===== src/shared/css_cfg.svh =====
// constants for the clock source select and failsafe block
`ifndef CSS_CFG_SVH
`define CSS_CFG_SVH
// ---------------------------------------------------------------
// register indices; byte address is four times the index
// ---------------------------------------------------------------
`define CSS_CTRL_INDEX 12'hF86
`define CSS_STAT_INDEX 12'hF87
`define CSS_CTRL_RESET 8'hA0
// ---------------------------------------------------------------
// control field positions
// ---------------------------------------------------------------
`define CSS_BIT_RC_EN 7
`define CSS_BIT_XTAL_EN 6
`define CSS_BIT_WDOSC_EN 5
`define CSS_BIT_PFD_EN 4
`define CSS_BIT_WFD_EN 3
`define CSS_SEL_HI 2
`define CSS_SEL_LO 0
// ---------------------------------------------------------------
// status field positions
// ---------------------------------------------------------------
`define CSS_ST_PRI_FAIL 0
`define CSS_ST_WDOG_FAIL 1
`define CSS_ST_FALLBACK 2
`define CSS_ST_WDOG_DEAD 3
`define CSS_ST_UL_LO 4
`define CSS_ST_SEL_LO 8
// ---------------------------------------------------------------
// unlock keys and bus answers
// ---------------------------------------------------------------
`define CSS_KEY_FIRST 8'hE7
`define CSS_KEY_SECOND 8'h18
`define CSS_RESP_OKAY 2'h0
`define CSS_RESP_SLVERR 2'h2
// ---------------------------------------------------------------
// timing
// ---------------------------------------------------------------
`define CSS_CLK_PERIOD_NS 10
`define CSS_PRI_FAIL_PERIOD_NS 1000000
`define CSS_PRI_FAIL_CYC ((`CSS_PRI_FAIL_PERIOD_NS + `CSS_CLK_PERIOD_NS - 1) / `CSS_CLK_PERIOD_NS)
`define CSS_WDOG_FAIL_CLOCKS 8004
`endif


===== src/shared/css_pkg.sv =====
// types shared by the clock source select and failsafe block
package css_pkg;
  // unlock sequencer states
  typedef enum logic [1:0] {
    CSS_UL_LOCKED = 2'b00,
    CSS_UL_KEY1 = 2'b01,
    CSS_UL_OPEN = 2'b10
  } css_unlock_e;
  // source select codes; 101..111 are reserved
  typedef enum logic [2:0] {
    CSS_SEL_RC_FAST = 3'b000,
    CSS_SEL_RC_SLOW = 3'b001,
    CSS_SEL_XTAL = 3'b010,
    CSS_SEL_WDOG = 3'b011,
    CSS_SEL_EXT = 3'b100
  } css_src_e;
  // register decode result
  typedef enum logic [1:0] {
    CSS_DEC_NONE = 2'b00,
    CSS_DEC_CTRL = 2'b01,
    CSS_DEC_STAT = 2'b10
  } css_dec_e;
endpackage : css_pkg


===== src/verilog/css_stall_timer.sv =====
// stall timer: flags when ticks pass with no restart
`timescale 1ns/10ps
module css_stall_timer #(
  parameter int unsigned LIMIT = 8004,
  parameter int W = $clog2(LIMIT + 1)
) (
  input wire logic aclk,
  input wire logic aresetn,
  input wire logic ce,
  input wire logic run,
  input wire logic tick,
  input wire logic restart,
  output logic expired,
  output logic timed_out
);
  localparam logic [W-1:0] LAST = W'(LIMIT - 1);
  logic [W-1:0] cnt_r; // ticks since last restart
  // count ticks; a restart or stop clears everything
  always_ff @(posedge aclk) begin
    if (!aresetn) begin
      cnt_r <= '0;
      timed_out <= 1'b0;
      expired <= 1'b0;
    end else if (ce) begin
      expired <= 1'b0;
      if (!run || restart) begin
        cnt_r <= '0;
        timed_out <= 1'b0;
      end else if (tick && !timed_out) begin
        if (cnt_r == LAST) begin
          timed_out <= 1'b1;
          expired <= 1'b1;
        end else begin
          cnt_r <= cnt_r + 1'b1;
        end
      end
    end
  end
endmodule : css_stall_timer


===== src/verilog/css_glitchless_mux.sv =====
// glitch-free source multiplexer for the sampled clock levels
`timescale 1ns/10ps
module css_glitchless_mux (
  input wire logic aclk,
  input wire logic aresetn,
  input wire logic ce,
  input wire logic [4:0] src_lvl,
  input wire logic [2:0] want_sel,
  output logic sys_clk,
  output logic sys_rise,
  output logic [2:0] cur_sel
);
  // level of one source; reserved codes give a dead low
  function automatic logic pick(input logic [4:0] lvl, input logic [2:0] sel);
    pick = (sel <= 3'h4) ? lvl[sel] : 1'b0;
  endfunction : pick
  logic sys_clk_nxt; // level of the active source
  logic want_lvl; // level of the requested source
  assign sys_clk_nxt = pick(src_lvl, cur_sel);
  assign want_lvl = pick(src_lvl, want_sel);
  // switch only while both old and new sources sit low
  always_ff @(posedge aclk) begin
    if (!aresetn) begin
      cur_sel <= css_pkg::CSS_SEL_RC_FAST;
    end else if (ce && want_sel != cur_sel && !sys_clk_nxt && !want_lvl) begin
      cur_sel <= want_sel;
    end
  end
  // output level and its rising edge
  always_ff @(posedge aclk) begin
    if (!aresetn) begin
      sys_clk <= 1'b0;
      sys_rise <= 1'b0;
    end else if (ce) begin
      sys_clk <= sys_clk_nxt;
      sys_rise <= sys_clk_nxt && !sys_clk;
    end
  end
endmodule : css_glitchless_mux


===== src/verilog/css_clock_ctrl.sv =====
// clock source select, unlock sequencer and failure supervision
//
// Notes on behaviour
// - five selectable system clock schemes
// - unlock with E7h then 18h, next write commits
// - any other write pattern changes nothing
// - keys ordered, other accesses may interleave
// - internal oscillator on at reset, never auto-off
// - primary failure raises non-maskable event
// - primary failure falls back to watchdog oscillator
// - no fallback if watchdog selected or off
// - primary failure below about one kilohertz
// - watchdog failure raises event, source unchanged
// - after watchdog failure primary detection stops
// - watchdog failure after 8004 clocks without edge
// - all sources and detection off halts
// - select codes 000 to 100, rest reserved
// - control field layout from bit seven down
//
// Our own choices: the placing of the registers and register access over AXI4-Lite.
`timescale 1ns/10ps
`include "css_cfg.svh"
module css_clock_ctrl #(
  parameter int ADDR_W = 16,
  parameter int unsigned PRI_FAIL_CYC = `CSS_PRI_FAIL_CYC,
  parameter int unsigned WDOG_FAIL_CLOCKS = `CSS_WDOG_FAIL_CLOCKS
) (
  input wire logic aclk,
  input wire logic aresetn,
  input wire logic ce,
  // register bus
  input wire logic [ADDR_W-1:0] awaddr,
  input wire logic awvalid,
  output logic awready,
  input wire logic [31:0] wdata,
  input wire logic [3:0] wstrb,
  input wire logic wvalid,
  output logic wready,
  output logic [1:0] bresp,
  output logic bvalid,
  input wire logic bready,
  input wire logic [ADDR_W-1:0] araddr,
  input wire logic arvalid,
  output logic arready,
  output logic [31:0] rdata,
  output logic [1:0] rresp,
  output logic rvalid,
  input wire logic rready,
  // sampled oscillator levels
  input wire logic rc_fast_clk,
  input wire logic rc_slow_clk,
  input wire logic crystal_clk,
  input wire logic wdog_osc_clk,
  input wire logic external_clock_port_pin,
  // oscillator enables and clock result
  output logic internal_rc_enable,
  output logic crystal_enable,
  output logic wdog_osc_enable,
  output logic sys_clk,
  output logic sys_clk_rise,
  output logic [2:0] clock_source_select,
  // failure events and state
  output logic primary_fail_event,
  output logic wdog_fail_event,
  output logic fallback_active
);
  // ---------------------------------------------------------------
  // address decode
  // ---------------------------------------------------------------
  // word index of a byte address; low two bits ignored
  function automatic css_pkg::css_dec_e decode(input logic [ADDR_W-1:0] addr);
    if (addr[ADDR_W-1:2] == (ADDR_W-2)'(`CSS_CTRL_INDEX)) begin
      decode = css_pkg::CSS_DEC_CTRL;
    end else if (addr[ADDR_W-1:2] == (ADDR_W-2)'(`CSS_STAT_INDEX)) begin
      decode = css_pkg::CSS_DEC_STAT;
    end else begin
      decode = css_pkg::CSS_DEC_NONE;
    end
  endfunction : decode

  // ---------------------------------------------------------------
  // state declarations
  // ---------------------------------------------------------------
  logic [7:0] clock_source_control_reg; // control register
  css_pkg::css_unlock_e ul_state_r; // unlock sequencer
  logic fallback_r; // running on watchdog oscillator after failure
  logic wdog_dead_r; // watchdog oscillator found dead
  logic pri_flag_r; // sticky primary failure flag
  logic wdog_flag_r; // sticky watchdog failure flag
  logic wdog_prev_r; // last watchdog level, edge detect
  logic aw_have_r; // write address held
  logic w_have_r; // write data held
  logic [ADDR_W-1:0] aw_addr_r;
  logic [31:0] w_data_r;
  logic w_lane0_r; // low byte lane strobed
  logic pri_exp; // primary timer expiry pulse
  logic wdog_exp; // watchdog timer expiry pulse
  logic [2:0] want_sel; // source asked of the mux
  logic [4:0] src_lvl; // gated source levels by select code
  logic wdog_lvl; // watchdog oscillator, gated by its enable
  logic do_write; // both halves of a write are held
  logic wr_ctrl; // committed-or-not write to control
  logic wr_stat; // write to status

  // field views of the control register
  logic primary_fail_detect_en;
  logic wdog_osc_fail_detect_en;
  logic [2:0] sel_field;
  assign internal_rc_enable = clock_source_control_reg[`CSS_BIT_RC_EN];
  assign crystal_enable = clock_source_control_reg[`CSS_BIT_XTAL_EN];
  assign wdog_osc_enable = clock_source_control_reg[`CSS_BIT_WDOSC_EN];
  assign primary_fail_detect_en = clock_source_control_reg[`CSS_BIT_PFD_EN];
  assign wdog_osc_fail_detect_en = clock_source_control_reg[`CSS_BIT_WFD_EN];
  assign sel_field = clock_source_control_reg[`CSS_SEL_HI:`CSS_SEL_LO];
  assign fallback_active = fallback_r;

  // ---------------------------------------------------------------
  // write channel
  // ---------------------------------------------------------------
  // each half is taken on its own; the reply waits for both
  assign awready = ce && !aw_have_r && !bvalid;
  assign wready = ce && !w_have_r && !bvalid;
  assign do_write = ce && aw_have_r && w_have_r && !bvalid;
  // a write without the low lane touches no byte of our registers
  assign wr_ctrl = do_write && w_lane0_r && decode(aw_addr_r) == css_pkg::CSS_DEC_CTRL;
  assign wr_stat = do_write && w_lane0_r && decode(aw_addr_r) == css_pkg::CSS_DEC_STAT;

  // hold address and data until the write is done
  always_ff @(posedge aclk) begin
    if (!aresetn) begin
      aw_have_r <= 1'b0;
      w_have_r <= 1'b0;
      aw_addr_r <= '0;
      w_data_r <= 32'h0000_0000;
      w_lane0_r <= 1'b0;
    end else if (ce) begin
      if (awvalid && awready) begin
        aw_have_r <= 1'b1;
        aw_addr_r <= awaddr;
      end else if (do_write) begin
        aw_have_r <= 1'b0;
      end
      if (wvalid && wready) begin
        w_have_r <= 1'b1;
        w_data_r <= wdata;
        w_lane0_r <= wstrb[0];
      end else if (do_write) begin
        w_have_r <= 1'b0;
      end
    end
  end

  // write response; unmapped addresses answer with an error
  always_ff @(posedge aclk) begin
    if (!aresetn) begin
      bvalid <= 1'b0;
      bresp <= `CSS_RESP_OKAY;
    end else if (ce) begin
      if (do_write) begin
        bvalid <= 1'b1;
        bresp <= (decode(aw_addr_r) == css_pkg::CSS_DEC_NONE) ? `CSS_RESP_SLVERR : `CSS_RESP_OKAY;
      end else if (bready) begin
        bvalid <= 1'b0;
      end
    end
  end

  // ---------------------------------------------------------------
  // read channel
  // ---------------------------------------------------------------
  assign arready = ce && !rvalid;

  // reads have no side effect, so they never disturb unlocking
  always_ff @(posedge aclk) begin
    if (!aresetn) begin
      rvalid <= 1'b0;
      rdata <= 32'h0000_0000;
      rresp <= `CSS_RESP_OKAY;
    end else if (ce) begin
      if (arvalid && arready) begin
        rvalid <= 1'b1;
        rresp <= `CSS_RESP_OKAY;
        case (decode(araddr))
          css_pkg::CSS_DEC_CTRL: begin
            rdata <= {24'h000000, clock_source_control_reg};
          end
          css_pkg::CSS_DEC_STAT: begin
            rdata <= {21'h000000, clock_source_select, 2'b00, ul_state_r,
                      wdog_dead_r, fallback_r, wdog_flag_r, pri_flag_r};
          end
          default: begin
            rdata <= 32'h0000_0000;
            rresp <= `CSS_RESP_SLVERR;
          end
        endcase
      end else if (rready) begin
        rvalid <= 1'b0;
      end
    end
  end

  // ---------------------------------------------------------------
  // unlock sequencer
  // ---------------------------------------------------------------
  // only control writes move it; other traffic is invisible
  always_ff @(posedge aclk) begin
    if (!aresetn) begin
      ul_state_r <= css_pkg::CSS_UL_LOCKED;
    end else if (wr_ctrl) begin
      case (ul_state_r)
        css_pkg::CSS_UL_LOCKED: begin
          if (w_data_r[7:0] == `CSS_KEY_FIRST) begin
            ul_state_r <= css_pkg::CSS_UL_KEY1;
          end
        end
        css_pkg::CSS_UL_KEY1: begin
          // a repeated first key keeps the sequence alive
          if (w_data_r[7:0] == `CSS_KEY_SECOND) begin
            ul_state_r <= css_pkg::CSS_UL_OPEN;
          end else if (w_data_r[7:0] != `CSS_KEY_FIRST) begin
            ul_state_r <= css_pkg::CSS_UL_LOCKED;
          end
        end
        css_pkg::CSS_UL_OPEN: begin
          ul_state_r <= css_pkg::CSS_UL_LOCKED;
        end
        default: begin
          ul_state_r <= css_pkg::CSS_UL_LOCKED;
        end
      endcase
    end
  end

  // ---------------------------------------------------------------
  // control register
  // ---------------------------------------------------------------
  // commits only from the open state; reserved select keeps the old
  // source because a dead select would stop the chip for good
  always_ff @(posedge aclk) begin
    if (!aresetn) begin
      clock_source_control_reg <= `CSS_CTRL_RESET;
    end else if (wr_ctrl && ul_state_r == css_pkg::CSS_UL_OPEN) begin
      clock_source_control_reg[7:3] <= w_data_r[7:3];
      if (w_data_r[2:0] <= css_pkg::CSS_SEL_EXT) begin
        clock_source_control_reg[2:0] <= w_data_r[2:0];
      end
    end
  end

  // ---------------------------------------------------------------
  // source selection
  // ---------------------------------------------------------------
  // disabled oscillators read as stopped; the pin has no enable
  assign wdog_lvl = wdog_osc_clk && wdog_osc_enable;
  assign src_lvl = {external_clock_port_pin, wdog_lvl, crystal_clk && crystal_enable,
                    rc_slow_clk && internal_rc_enable, rc_fast_clk && internal_rc_enable};
  // fallback overrides the programmed choice; with every source off
  // and detection off the clock simply stops until a committed control write enables a source
  assign want_sel = fallback_r ? css_pkg::CSS_SEL_WDOG : sel_field;

  css_glitchless_mux u_mux (
    .aclk(aclk),
    .aresetn(aresetn),
    .ce(ce),
    .src_lvl(src_lvl),
    .want_sel(want_sel),
    .sys_clk(sys_clk),
    .sys_rise(sys_clk_rise),
    .cur_sel(clock_source_select)
  );

  // ---------------------------------------------------------------
  // failure detectors
  // ---------------------------------------------------------------
  // primary: bus cycles with no system clock edge; silent after a
  // watchdog failure and while already fallen back
  css_stall_timer #(
    .LIMIT(PRI_FAIL_CYC)
  ) u_pri_timer (
    .aclk(aclk),
    .aresetn(aresetn),
    .ce(ce),
    .run(primary_fail_detect_en && !wdog_dead_r && !fallback_r),
    .tick(1'b1),
    .restart(sys_clk_rise),
    .expired(pri_exp),
    .timed_out()
  );

  // watchdog: system clocks with no watchdog edge
  css_stall_timer #(
    .LIMIT(WDOG_FAIL_CLOCKS)
  ) u_wdog_timer (
    .aclk(aclk),
    .aresetn(aresetn),
    .ce(ce),
    .run(wdog_osc_fail_detect_en && !wdog_dead_r),
    .tick(sys_clk_rise),
    .restart(wdog_lvl && !wdog_prev_r),
    .expired(wdog_exp),
    .timed_out()
  );

  // watchdog edge detector history
  always_ff @(posedge aclk) begin
    if (!aresetn) begin
      wdog_prev_r <= 1'b0;
    end else if (ce) begin
      wdog_prev_r <= wdog_lvl;
    end
  end

  // event pulses to the interrupt controller
  assign primary_fail_event = ce && pri_exp;
  assign wdog_fail_event = ce && wdog_exp;

  // fallback and the dead watchdog latch; neither touches the control
  // register, any committed control write ends the fallback
  always_ff @(posedge aclk) begin
    if (!aresetn) begin
      fallback_r <= 1'b0;
      wdog_dead_r <= 1'b0;
    end else if (ce) begin
      if (pri_exp && wdog_osc_enable && sel_field != css_pkg::CSS_SEL_WDOG) begin
        fallback_r <= 1'b1;
      end else if (wr_ctrl && ul_state_r == css_pkg::CSS_UL_OPEN) begin
        fallback_r <= 1'b0;
      end
      if (wdog_exp) begin
        wdog_dead_r <= 1'b1;
      end
    end
  end

  // sticky flags: write one to clear, a new event wins
  always_ff @(posedge aclk) begin
    if (!aresetn) begin
      pri_flag_r <= 1'b0;
      wdog_flag_r <= 1'b0;
    end else if (ce) begin
      pri_flag_r <= pri_exp || (pri_flag_r && !(wr_stat && w_data_r[`CSS_ST_PRI_FAIL]));
      wdog_flag_r <= wdog_exp || (wdog_flag_r && !(wr_stat && w_data_r[`CSS_ST_WDOG_FAIL]));
    end
  end

  // helper: last control write was a first key outside the open state;
  // other traffic in between leaves it alone
  logic key_armed_r;
  always_ff @(posedge aclk) begin
    if (!aresetn) begin
      key_armed_r <= 1'b0;
    end else if (wr_ctrl) begin
      key_armed_r <= w_data_r[7:0] == `CSS_KEY_FIRST && ul_state_r != css_pkg::CSS_UL_OPEN;
    end
  end
endmodule : css_clock_ctrl


===== config.mk =====
export PLATFORM = sky130hd
export DESIGN_NAME = css_clock_ctrl
export DESIGN_NICKNAME = d
export VERILOG_FILES = /design/src/shared/css_pkg.sv /design/src/verilog/css_stall_timer.sv /design/src/verilog/css_glitchless_mux.sv /design/src/verilog/css_clock_ctrl.sv
export VERILOG_INCLUDE_DIRS = /design/src /design/src/shared
export SDC_FILE = /design/constraint.sdc
export NUM_CORES = 1
export LEC_CHECK = 0
export ABC_AREA = 1
export BUFFER_PORTS_ARGS = -buffer_cell sky130_fd_sc_hd__buf_2
export CELL_PAD_IN_SITES_DETAIL_PLACEMENT = 0
export CELL_PAD_IN_SITES_GLOBAL_PLACEMENT = 2
export CORE_ASPECT_RATIO = 1.4
export CORE_MARGIN = 4
export CORE_UTILIZATION = 28
export DETAILED_ROUTE_END_ITERATION = 8
export PLACE_DENSITY = 0.81
export SLEW_MARGIN = 20
export SYNTH_ARGS = -nofsm -noshare
export SYNTH_HDL_FRONTEND = slang
export SYNTH_SLANG_ARGS = --single-unit

===== constraint.sdc =====
create_clock -name aclk -period 1.9 [get_ports aclk]
set_input_delay 0 -clock aclk [delete_from_list [all_inputs] [get_ports aclk]]
set_output_delay 0 -clock aclk [all_outputs]
set_load 0.1 [all_outputs]

* Yosys cells after proc, flatten, opt, wreduce, memory -nomap -nowiden
Index checks and enable logic that the tools add are counted.
** Word-level totals
- Input port bits :: 81
- Word-level logic and storage cells :: 186
- Bits in registers :: 119
- Output and inout port bits :: 52
** Cells by class
- Muxes and demuxes :: 50
- $lt $le $gt $ge :: 5
- Equality and inequality tests :: 22
- Reductions and logical operators :: 80
- Add/sub/neg operators :: 2
** Operators with widths (number)
- $eq A14 B12 Y1 const B :: 4
- $mux W17 :: 3
- $mux W13 :: 3
- $logic_and A1 B1 Y1 :: 36
- $mux W2 :: 15
- $mux W1 :: 24
- $pmux W11 S2 :: 1
- $reduce_and A2 Y1 :: 11
- $add A17 B1 Y17 const B :: 1
- $eq A17 B17 Y1 const B :: 1
- $logic_not A1 Y1 :: 15
- $reduce_bool A2 Y1 :: 7
- $add A13 B1 Y13 const B :: 1
- $eq A13 B13 Y1 const B :: 1
- $reduce_and A3 Y1 :: 4
- $le A3 B3 Y1 const B :: 3
- $eq A8 B5 Y1 const B :: 1
- $eq A8 B8 Y1 const B :: 1
- $lt A3 B4 Y1 const B :: 2
- $ne A8 B8 Y1 const B :: 1
- $bmux W1 S3 :: 2
- $eq A2 B1 Y1 const B :: 3
- $eq A2 B2 Y1 const B :: 3
- $logic_not A2 Y1 :: 2
- 9 further kinds :: 14

* Depth between registers and ports, before layout
Gate-level depths: netlist of the first run.
- Depth in word-level cells :: 9
- Mapped depth :: 12
- Gate-level depth less buffers :: 12

* Modules after synthesis
From an unflattened synthesis of the first run, not the netlist that was laid out.
** Unflattened totals
- Cell total of the unflattened synthesis :: 792
- Area, all modules :: 5350.1 sq um
** Modules (own cells, without submodules)
- css_clock_ctrl :: cells each 368, area an instance 2661.3 sq um, seq. area each 1101.1 sq um, instances 1
- css_stall_timer (u_pri_timer) :: cells each 207, area an instance 1295.0 sq um, seq. area each 380.4 sq um, instances 1
- css_stall_timer (u_wdog_timer) :: cells each 144, area an instance 949.7 sq um, seq. area each 300.3 sq um, instances 1
- css_glitchless_mux :: cells each 73, area an instance 444.2 sq um, seq. area each 100.1 sq um, instances 1

* Least setup slack after synthesis of the first run
No wires, ideal clock.
- Kind :: register to register
- Start :: register bvalid
- End :: register aw_addr_r[7]
- Slack :: -1285 ps
- Data required time :: 1781 ps
- Setup time :: 119 ps
- Period minus slack after synthesis :: 3185 ps
- Data arrival time :: 3066 ps
- Cell stages (with the launch flop) :: 8
- Buffers on the path :: 1
- Cells stage by stage :: dfxtp_1 > nor2_4 > inv_2 > nor2_1 > nand2_1 > buf_2 > o21ai_0 > a21oi_1
** Between the ends
- Word-level cells in the longest chain between the ends :: 4
** RTL lines
- from (decl) :: line css_clock_ctrl.sv:40 : output logic bvalid,
- from (signal assigned) :: line css_clock_ctrl.sv:156 : bvalid <= 1'b0;
- from (signal assigned) :: line css_clock_ctrl.sv:160 : bvalid <= 1'b1;
- from (signal assigned) :: line css_clock_ctrl.sv:163 : bvalid <= 1'b0;
- $logic_not A1 Y1 :: line css_clock_ctrl.sv:121 : assign awready = ce && !aw_have_r && !bvalid;
- $logic_and A1 B1 Y1 :: line css_clock_ctrl.sv:121
- named net awready :: line css_clock_ctrl.sv:34 : output logic awready,
- $logic_and A1 B1 Y1 :: line css_clock_ctrl.sv:137 : if (awvalid && awready) begin
- $reduce_and A2 Y1 (no source line)
- to (signal assigned) :: line css_clock_ctrl.sv:139 : aw_addr_r <= awaddr;
- to (decl) :: line css_clock_ctrl.sv:93 : logic [ADDR_W-1:0] aw_addr_r;
The timed path passes the listed nets, and every way through them passes these cells.
A chain may end at the register's enable or synchronous reset.

* Worst setup path after layout of the first run
- Start :: register u_pri_timer.cnt_r[0]
- End :: register u_pri_timer.cnt_r[15]
** Between the ends
- Word-level cells in the longest chain between the ends :: 4
- Elaborated cells on any way between the ends :: 7
- Classes of those cells :: 1 x add/sub; 2 x eq/ne; 3 x mux; 1 x reduce/logical
** RTL lines
- from (decl) :: line css_stall_timer.sv:17 : logic [W-1:0] cnt_r;
- from (signal assigned) :: line css_stall_timer.sv:34 : cnt_r <= cnt_r + 1'b1;
- $add A17 B1 Y17 :: line css_stall_timer.sv:34
- $mux W17 :: line css_stall_timer.sv:30 : if (cnt_r == LAST) begin
- $mux W17 :: line css_stall_timer.sv:29 : end else if (tick && !timed_out) begin
- $mux W17 :: line css_stall_timer.sv:26 : if (!run || restart) begin
Parallel ways exist; a longest one is shown, timed or not. The select of a mux whose other input is x is not followed.

==> key figures, run 1 <==
Run status
  – Run status: completed

STA
  – Worst slew pin tran: 0.5138 ns
  – Min cycle time layout: 1.653 ns
  – Final worst slack: 0.2466 ns
  – Max Fclk: 0.6048 GHz
  – RSZ-0062 raised after global routing: false
  – Final Max Slew Viols: 0
  – Normalized max-slew margin: 65.98%
  – Final hold violations: 0
  – Tcrit/Tclk final: 87.02%
  – Skew final: 0.007595 ns
  – # setup viols final: 0
  – TNS Setup: 0 ns

Synthesis
  – Syn_area_per_cell: 6.554 um2
  – Sequential area share after synthesis: 36.95%
  – Syn Std Cell Area: 5092 um2
  – Post-synth EDFFs: 0
  – Most used DFF post-synth: dfxtp_1
  – FFs w/ async S/R, synth: 0%
  – Synth Warn #: 0
  – Distinct cells, synth: 39
  – Yosys reg bits: 94
  – Syn Inst Count: 777

Layout
  – Share of post-route cells with drive strength above 1: 17.43%
  – Nets@finish: 973
  – Top flop regs: u_pri_timer.cnt_r (17), aw_addr_r (14), u_wdog_timer.cnt_r (13)
  – Largest Register: u_pri_timer.cnt_r
  – Max reg flops: 17
  – Antenna cells: 0
  – Number of fill cells: 1995
  – Area Overhead vs Synth: 23.81%
  – Post-route design area: 6305 um2
  – Layout Utilization: 35.17%

Hold path
  – Worst Hold Depth: 4
  – HP Class: input port to flip-flop

Drt
  – Drt pass-1 iters: 4
  – Via Count: 5108
  – Wire per inst: 12.94 um
  – Final WL: 14690 um
  – Initial drt markers: 206
  – Vias per cell: 4.500
  – ANT nets after route: 0
  – Drt drc: 0

Pwr
  – Pint: 3.227 mW
  – Sw Share: 30.32%
  – Logic gate share of total power: 16.0%
  – Power per cell area: 734.6 nW/um2
  – Sw Pwr: 1.404 mW
  – Total leakage power: 2.661 nW
  – Seq pwr share: 44.6%
  – Clk pwr share: 39.3%
  – Max VDD drop: 399.2 uV
  – Overall Power: 4.631 mW

Clock network
  – Post-CTS sizing: 0
  – Clk sinks: 94
  – CTS H-Tree Depth: 3
  – Clk root buf: clkbuf_16
  – Clock slew at reported path FFs: 0.06 ns
  – CTS max path bufs: 2
  – CTS Buf Count: 9
  – Worst-skew pair later-pin latency: 0.35 ns
  – CTS tree: built

Floorplan
  – Die area: 20440 um2
  – Die span in y: 167.6 um
  – Die X: 122.0 um
  – Core ar.: 17920 um2
  – # IOs: 133
  – Initial Util: 28.41%
  – Rows: 58

Worst setup path
  – Crit path from: u_pri_timer.cnt_r[0]
  – Critical-path top delay cell: dfxtp_1
  – Crit path top cell by count: nand2_1
  – Worst r2r src: u_pri_timer.cnt_r[0]
  – CP max FO: 25
  – Worst Setup End Kind: flip-flop
  – Slowest stage delay, CP: 0.39 ns
  – CP bufs+invs: 1
  – Flop-to-flop setup slack: 0.25 ns
  – Worst path required time: 2.14 ns
  – Worst R2R Path Depth: 12
  – CP endpoint: u_pri_timer.cnt_r[15]
  – Kind of critical path: flip-flop to flip-flop
  – Arr. time, crit path: 1.90 ns
  – Cells along the critical path: ha_1 > inv_1 > nor2_4 > nand2_2 > nor2_4 > nand2_2 > nand2_4 > nand2_4 > nand2_1 > nand2_1 > nand2_1 > nor2_2
  – Worst setup SP type: flip-flop
  – CP delay by family, top: simple AND/OR/NAND/NOR gates
  – Crit path depth: 12
  – Reg2reg end: u_pri_timer.cnt_r[15]

Global routing
  – First-pass GRT wire length: 24550 um
  – Grt ovf: 0
  – Antenna violations before repair: 1
  – Largest net degree at the start of global routing: 27
  – Total GRT Usage: 14.96%
  – Vias in the first global route: 5001

Placement
  – GPL Wtd Cong: 0.8167
  – Dpl ws: 0.2532 ns
  – Detailed Place HPWL: 11190 um
  – Placed Area: 5753 um2
  – Buffers on Ports: 78

Flow run
  – Max-Cap Viols: 0
[power by group through the flow]
| stage | registers [mW] | logic [mW] | clock network, mW |
|---|---|---|---|
| floorplan | 2.21 | 0.507 | 0 |
| global placement | 2.11 | 0.706 | 0 |
| detailed placement | 2.11 | 0.708 | 0 |
| CTS | 2.07 | 0.749 | 1.89 |
| global route | 2.07 | 0.805 | 1.97 |
| finish | 2.07 | 0.743 | 1.82 |
[per-layer routing]
layer | wire length, um | up-vias | track usage (%) | share of wire, %
met5 | 7 | - | 0 | 0.048
met4 | 242 | 2 | 4.242 | 1.6
met3 | 547 | 17 | 3.074 | 3.7
met2 | 7798 | 86 | 27.33 | 53
met1 | 6090 | 2321 | 17.41 | 41
li1 | - | 2682 | - | -
[tightest hold or removal path, cell delays in order]
cell     delay (ns)
buf_2          0.09
inv_2          0.09
nand2_1        0.07
a21oi_1        0.06
[cells in the mapped netlist (2+ instances only)]
cell      count  area (um2)
nor2_1      119       446.7
buf_6         4       45.04
buf_2         7       35.03
nand3_2       2       20.02
nand3_1      80       400.4
buf_4        25       187.7
o21ai_0      25       125.1
dfxtp_1      94        1882
nor4_1        2       12.51
nand2_4       2       22.52
clkbuf_1      8       30.03
a21oi_1      61       305.3
nor2_2        3       18.77
ha_1          2       25.02
nor3_1        6       30.03
nor2_4        5       56.30
xnor2_1       2       17.52
inv_2        11       41.29
xor2_1        5       43.79
nand2_1     192       720.7
o21ai_1       7       35.03
nand2_2       8       50.05
o211ai_1      3       22.52
inv_1        68       255.2
o21a_1        6       45.04
nand4_1      17       106.4
[final cells by class]
cell class                      instances  area, um2  share of cell area [%]
Tap cell                              240      300.3                   4.763
Sequential cell                        94       1892                   30.01
Clock inverter                          5      58.81                  0.9327
Inverter                               80      300.3                   4.763
Timing Repair Buffer                  124      800.8                   12.70
Multi-Input combinational cell        581       2720                   43.14
Clock buffer                           11      232.7                   3.691
[kinds of logic (layout without fill, tap and decap cells)]
family / Yosys count / count (layout) / share of synthesized area [%]
AO/OA/AOI/OAI: 107 / 107 / 11.40
XOR/XNOR: 7 / 7 / 1.204
adder cells (fa/ha/maj): 2 / 2 / 0.4913
buffers and inverters: 124 / 220 / 11.74
flip-flops: 94 / 94 / 36.95
other: 1 / 23 / 0.07364
AND/OR/NAND/NOR: 442 / 442 / 38.13
[worst min-delay path by stage]
stage,start,endpoint
after detailed placement,awaddr[3],aw_addr_r[3]
after global routing,ce,u_wdog_timer.expired
after global placement,wdata[6],w_data_r[6]
after floorplan,awaddr[3],aw_addr_r[3]
after CTS,ce,u_wdog_timer.expired
final,ce,u_pri_timer.expired
[stage by stage]
stage	hold WS, ns	instances
after floorplan	0.1476	799
after global placement	0.2382	1093
after detailed placement	0.2424	1093
after CTS	0.01815	1135
after global routing	0.03209	1135
final	0.02510	1135
[cell usage in the layout (no fill, tap or decap), types with 7 or more instances in the layout]
master         netlist  layout
nand2_1            192     191
nor2_1             119     116
dfxtp_1             94      88
nand3_1             80      80
buf_2                7      78
inv_1               68      68
a21oi_1             61      61
dlygate4sd3_1        0      26
o21ai_0             25      25
conb_1               1      23
buf_4               25      20
nand4_1             17      17
inv_2               11      11
nand2_2              8       9
clkbuf_16            0       9
nor2_4               5       8
o21ai_1              7       7
[timing repair]
action	in CTS	in global routing
buffers inserted	0	0
hold buffers	26	0
endpoints found under the hold margin	26	0
(Power assumes the default switching activity.)
==> run 2, diff against run 1 <==
BUFFER_PORTS_ARGS = -buffer_cell sky130_fd_sc_hd__clkbuf_2   (was -buffer_cell sky130_fd_sc_hd__buf_2)
TNS_END_PERCENT = 10   (was default)
==> run 2 against run 1 <==
Power fell by 3.3%; register-to-register slack better by 0.05 ns; cell area is 0.28% lower; largest power group unchanged; combinational power about the same; wire length fell by 1.2%; first-iteration DRC count shrank 8.7%; maximum frequency up 2.9%; clock skew grew 0.0030 ns; setup slack gained 0.046 ns.
==> key figures, run 2 (synthesis gave the netlist of run 1 again) <==
Pwr
  – Max VDD drop: 324.3 uV (-19%)
  – Total leakage power: 2.646 nW (-0.54%)
  – Power per cell area: 712.3 nW/um2 (-3.0%)

Worst setup path
  – Cells along the critical path: ha_1 > inv_1 > nor2_4 > nand2_2 > nor2_4 > nand2_2 > nand2_4 > nand2_4 > nand2_1 > nand2_1 > nand2_1 > nor2_2
  – CP max FO: 25 (unchanged)
  – Worst Setup End Kind: flip-flop
  – CP bufs+invs: 1 (unchanged)
  – Critical-path top delay cell: dfxtp_1
  – Arr. time, crit path: 1.85 ns (-0.05 ns)
  – Worst path required time: 2.15 ns (about the same)
  – Worst setup SP type: flip-flop
  – Crit path top cell by count: nand2_1
  – CP delay by family, top: simple AND/OR/NAND/NOR gates
  – Flop-to-flop setup slack: 0.29 ns (+0.05 ns)
  – Slowest stage delay, CP: 0.37 ns (-0.02 ns)
  – Kind of critical path: flip-flop to flip-flop

STA
  – Skew final: 0.01064 ns (+0.003045 ns)
  – Normalized max-slew margin: 62.49% (-3.5 points)
  – Tcrit/Tclk final: 84.60% (-2.4 points)
  – Min cycle time layout: 1.607 ns (-0.04598 ns)
  – Worst slew pin tran: 0.5651 ns (+0.05134 ns)
  – RSZ-0062 raised after global routing: false
  – Final Max Slew Viols: 0 (unchanged)
  – Max Fclk: 0.6221 GHz (+2.9%)
  – # setup viols final: 0 (unchanged)
  – Final hold violations: 0 (unchanged)

Layout
  – Register Area: 1887 um2 (-0.26%)
  – Multi-input combinational cell area: 2720 um2 (unchanged)
  – Number of fill cells: 1992 (-0.15%)
  – Most used cells in the layout excluding fill and tap cells: nand2_1, nor2_1, dfxtp_1
  – Antenna cells: 0 (unchanged)
  – Max reg flops: 17 (unchanged)
  – Fin cells: 1135 (unchanged)
  – Area Overhead vs Synth: 23.46%
  – Top flop regs: u_pri_timer.cnt_r (17), aw_addr_r (14), u_wdog_timer.cnt_r (13)
  – Layout Utilization: 35.08% (-0.098 points)
  – Largest Register: u_pri_timer.cnt_r
  – Commonest non-fill, non-tap cell in the layout: nand2_1
  – Share of post-route cells with drive strength above 1: 17.09% (-0.34 points)
  – Nets@finish: 973 (unchanged)

Global routing
  – Total GRT Usage: 14.73% (-0.23 points)
  – Antenna violations before repair: 0 (-1)
  – Vias in the first global route: 5009 (+0.16%)
  – Largest net degree at the start of global routing: 32 (+19%)
  – First-pass GRT wire length: 24340 um (-0.84%)
  – Grt ovf: 0 (unchanged)

Run status
  – Run status: completed

Drt
  – ANT nets after route: 0 (unchanged)
  – Initial drt markers: 188 (-8.7%)
  – Drt drc: 0 (unchanged)
  – Final WL: 14510 um (-1.2%)
  – Drt pass-1 iters: 4 (unchanged)
  – Wire per inst: 12.78 um (-1.2%)
  – Via Count: 5065 (-0.84%)
  – Vias per cell: 4.463 (-0.84%)

Floorplan
  – Core ar.: 17920 um2 (unchanged)
  – Die X: 122.0 um (unchanged)
  – # IOs: 133 (unchanged)
  – Die span in y: 167.6 um (unchanged)
  – Initial Util: 28.41% (unchanged)
  – Rows: 58 (unchanged)
  – Die area: 20440 um2 (unchanged)

Clock network
  – CTS Buf Count: 9 (unchanged)
  – Clk root buf: clkbuf_16
  – CTS max path bufs: 2 (unchanged)
  – CTS tree: built
  – Clock slew at reported path FFs: 0.07 ns (about the same)
  – Worst-skew pair later-pin latency: 0.34 ns (about the same)
  – CTS H-Tree Depth: 3 (unchanged)
  – Clk sinks: 94 (unchanged)
  – Post-CTS sizing: 0 (unchanged)

Placement
  – Buffers on Ports: 78 (unchanged)
  – Detailed Place HPWL: 11440 um (+2.2%)
  – Cells after DPL: 1093 (unchanged)
  – GPL Wtd Cong: 0.8041 (-1.5%)

Flow run
  – Max-Cap Viols: 0 (unchanged)

Hold path
  – HP Class: input port to flip-flop
## run 2: cell count changes in the layout (fill, tap and decap cells not counted), moves of 2 or more
| cell | before | now |
|---|---|---|
| buf_2 | 78 | 0 |
| clkbuf_2 | 0 | 78 |
| dfxtp_1 | 88 | 92 |
| dfxtp_2 | 5 | 1 |
| clkinv_2 | 1 | 3 |
## run 2: through the flow
stage,setup WS (ns),power [mW],hold WS [ns],area (um2),setup TNS (ns)
2_1_floorplan,-0.2060,2.717,0.1476,5205,-4.396
3_3_place_gp,0.2923,2.823,0.2414,5761,0
3_5_place_dp,0.2810,2.825,0.2447,5761,0
4_1_cts,0.2711,4.568,0.01313,6287,0
5_1_grt,0.08329,4.684,0.05697,6287,0
6_report,0.2926,4.479,0.02444,6287,0
## run 2: layout make-up
| type | count | share of cell area [%] |
|---|---|---|
| tap | 240 | 4.776 |
| inverter | 80 | 4.776 |
| sequential | 94 | 30.01 |
| clock inverter | 6 | 0.5970 |
| timing repair buffer | 124 | 12.94 |
| multi-input combinational | 581 | 43.26 |
| clock buffer | 10 | 3.642 |
## run 2: final timing paths
kind	from	end	depth (start not counted)
max	u_pri_timer.cnt_r[0]	u_pri_timer.cnt_r[15]	12
min reg2reg	aw_addr_r[7]	aw_addr_r[7]	2
max reg2reg	u_pri_timer.cnt_r[0]	u_pri_timer.cnt_r[15]	12
min	ce	wdog_prev_r	2
## run 2: power breakdown
part           internal [mW]  switching [mW]  leakage (nW)
Sequential              2.03          0.0418         0.765
Clock                  0.884           0.781         0.133
Combinational          0.176           0.570          1.75
Total                   3.09            1.39          2.65
## run 2: repair_timing
| item | 4_1_cts | 5_1_grt |
|---|---|---|
| setup buffers | 0 | 0 |
| endpoints found under the hold margin | 26 | 0 |
| hold buffers | 26 | 0 |
## run 2: metal layers
metal / up-vias / GRT usage, % / part of all wire [%]
met3: 15 / 2.162 / 3.4
li1: 2684 / - / -
met2: 80 / 27.57 / 55
met1: 2286 / 16.60 / 40
met5: - / 0 / 0
met4: 0 / 5.363 / 1.7
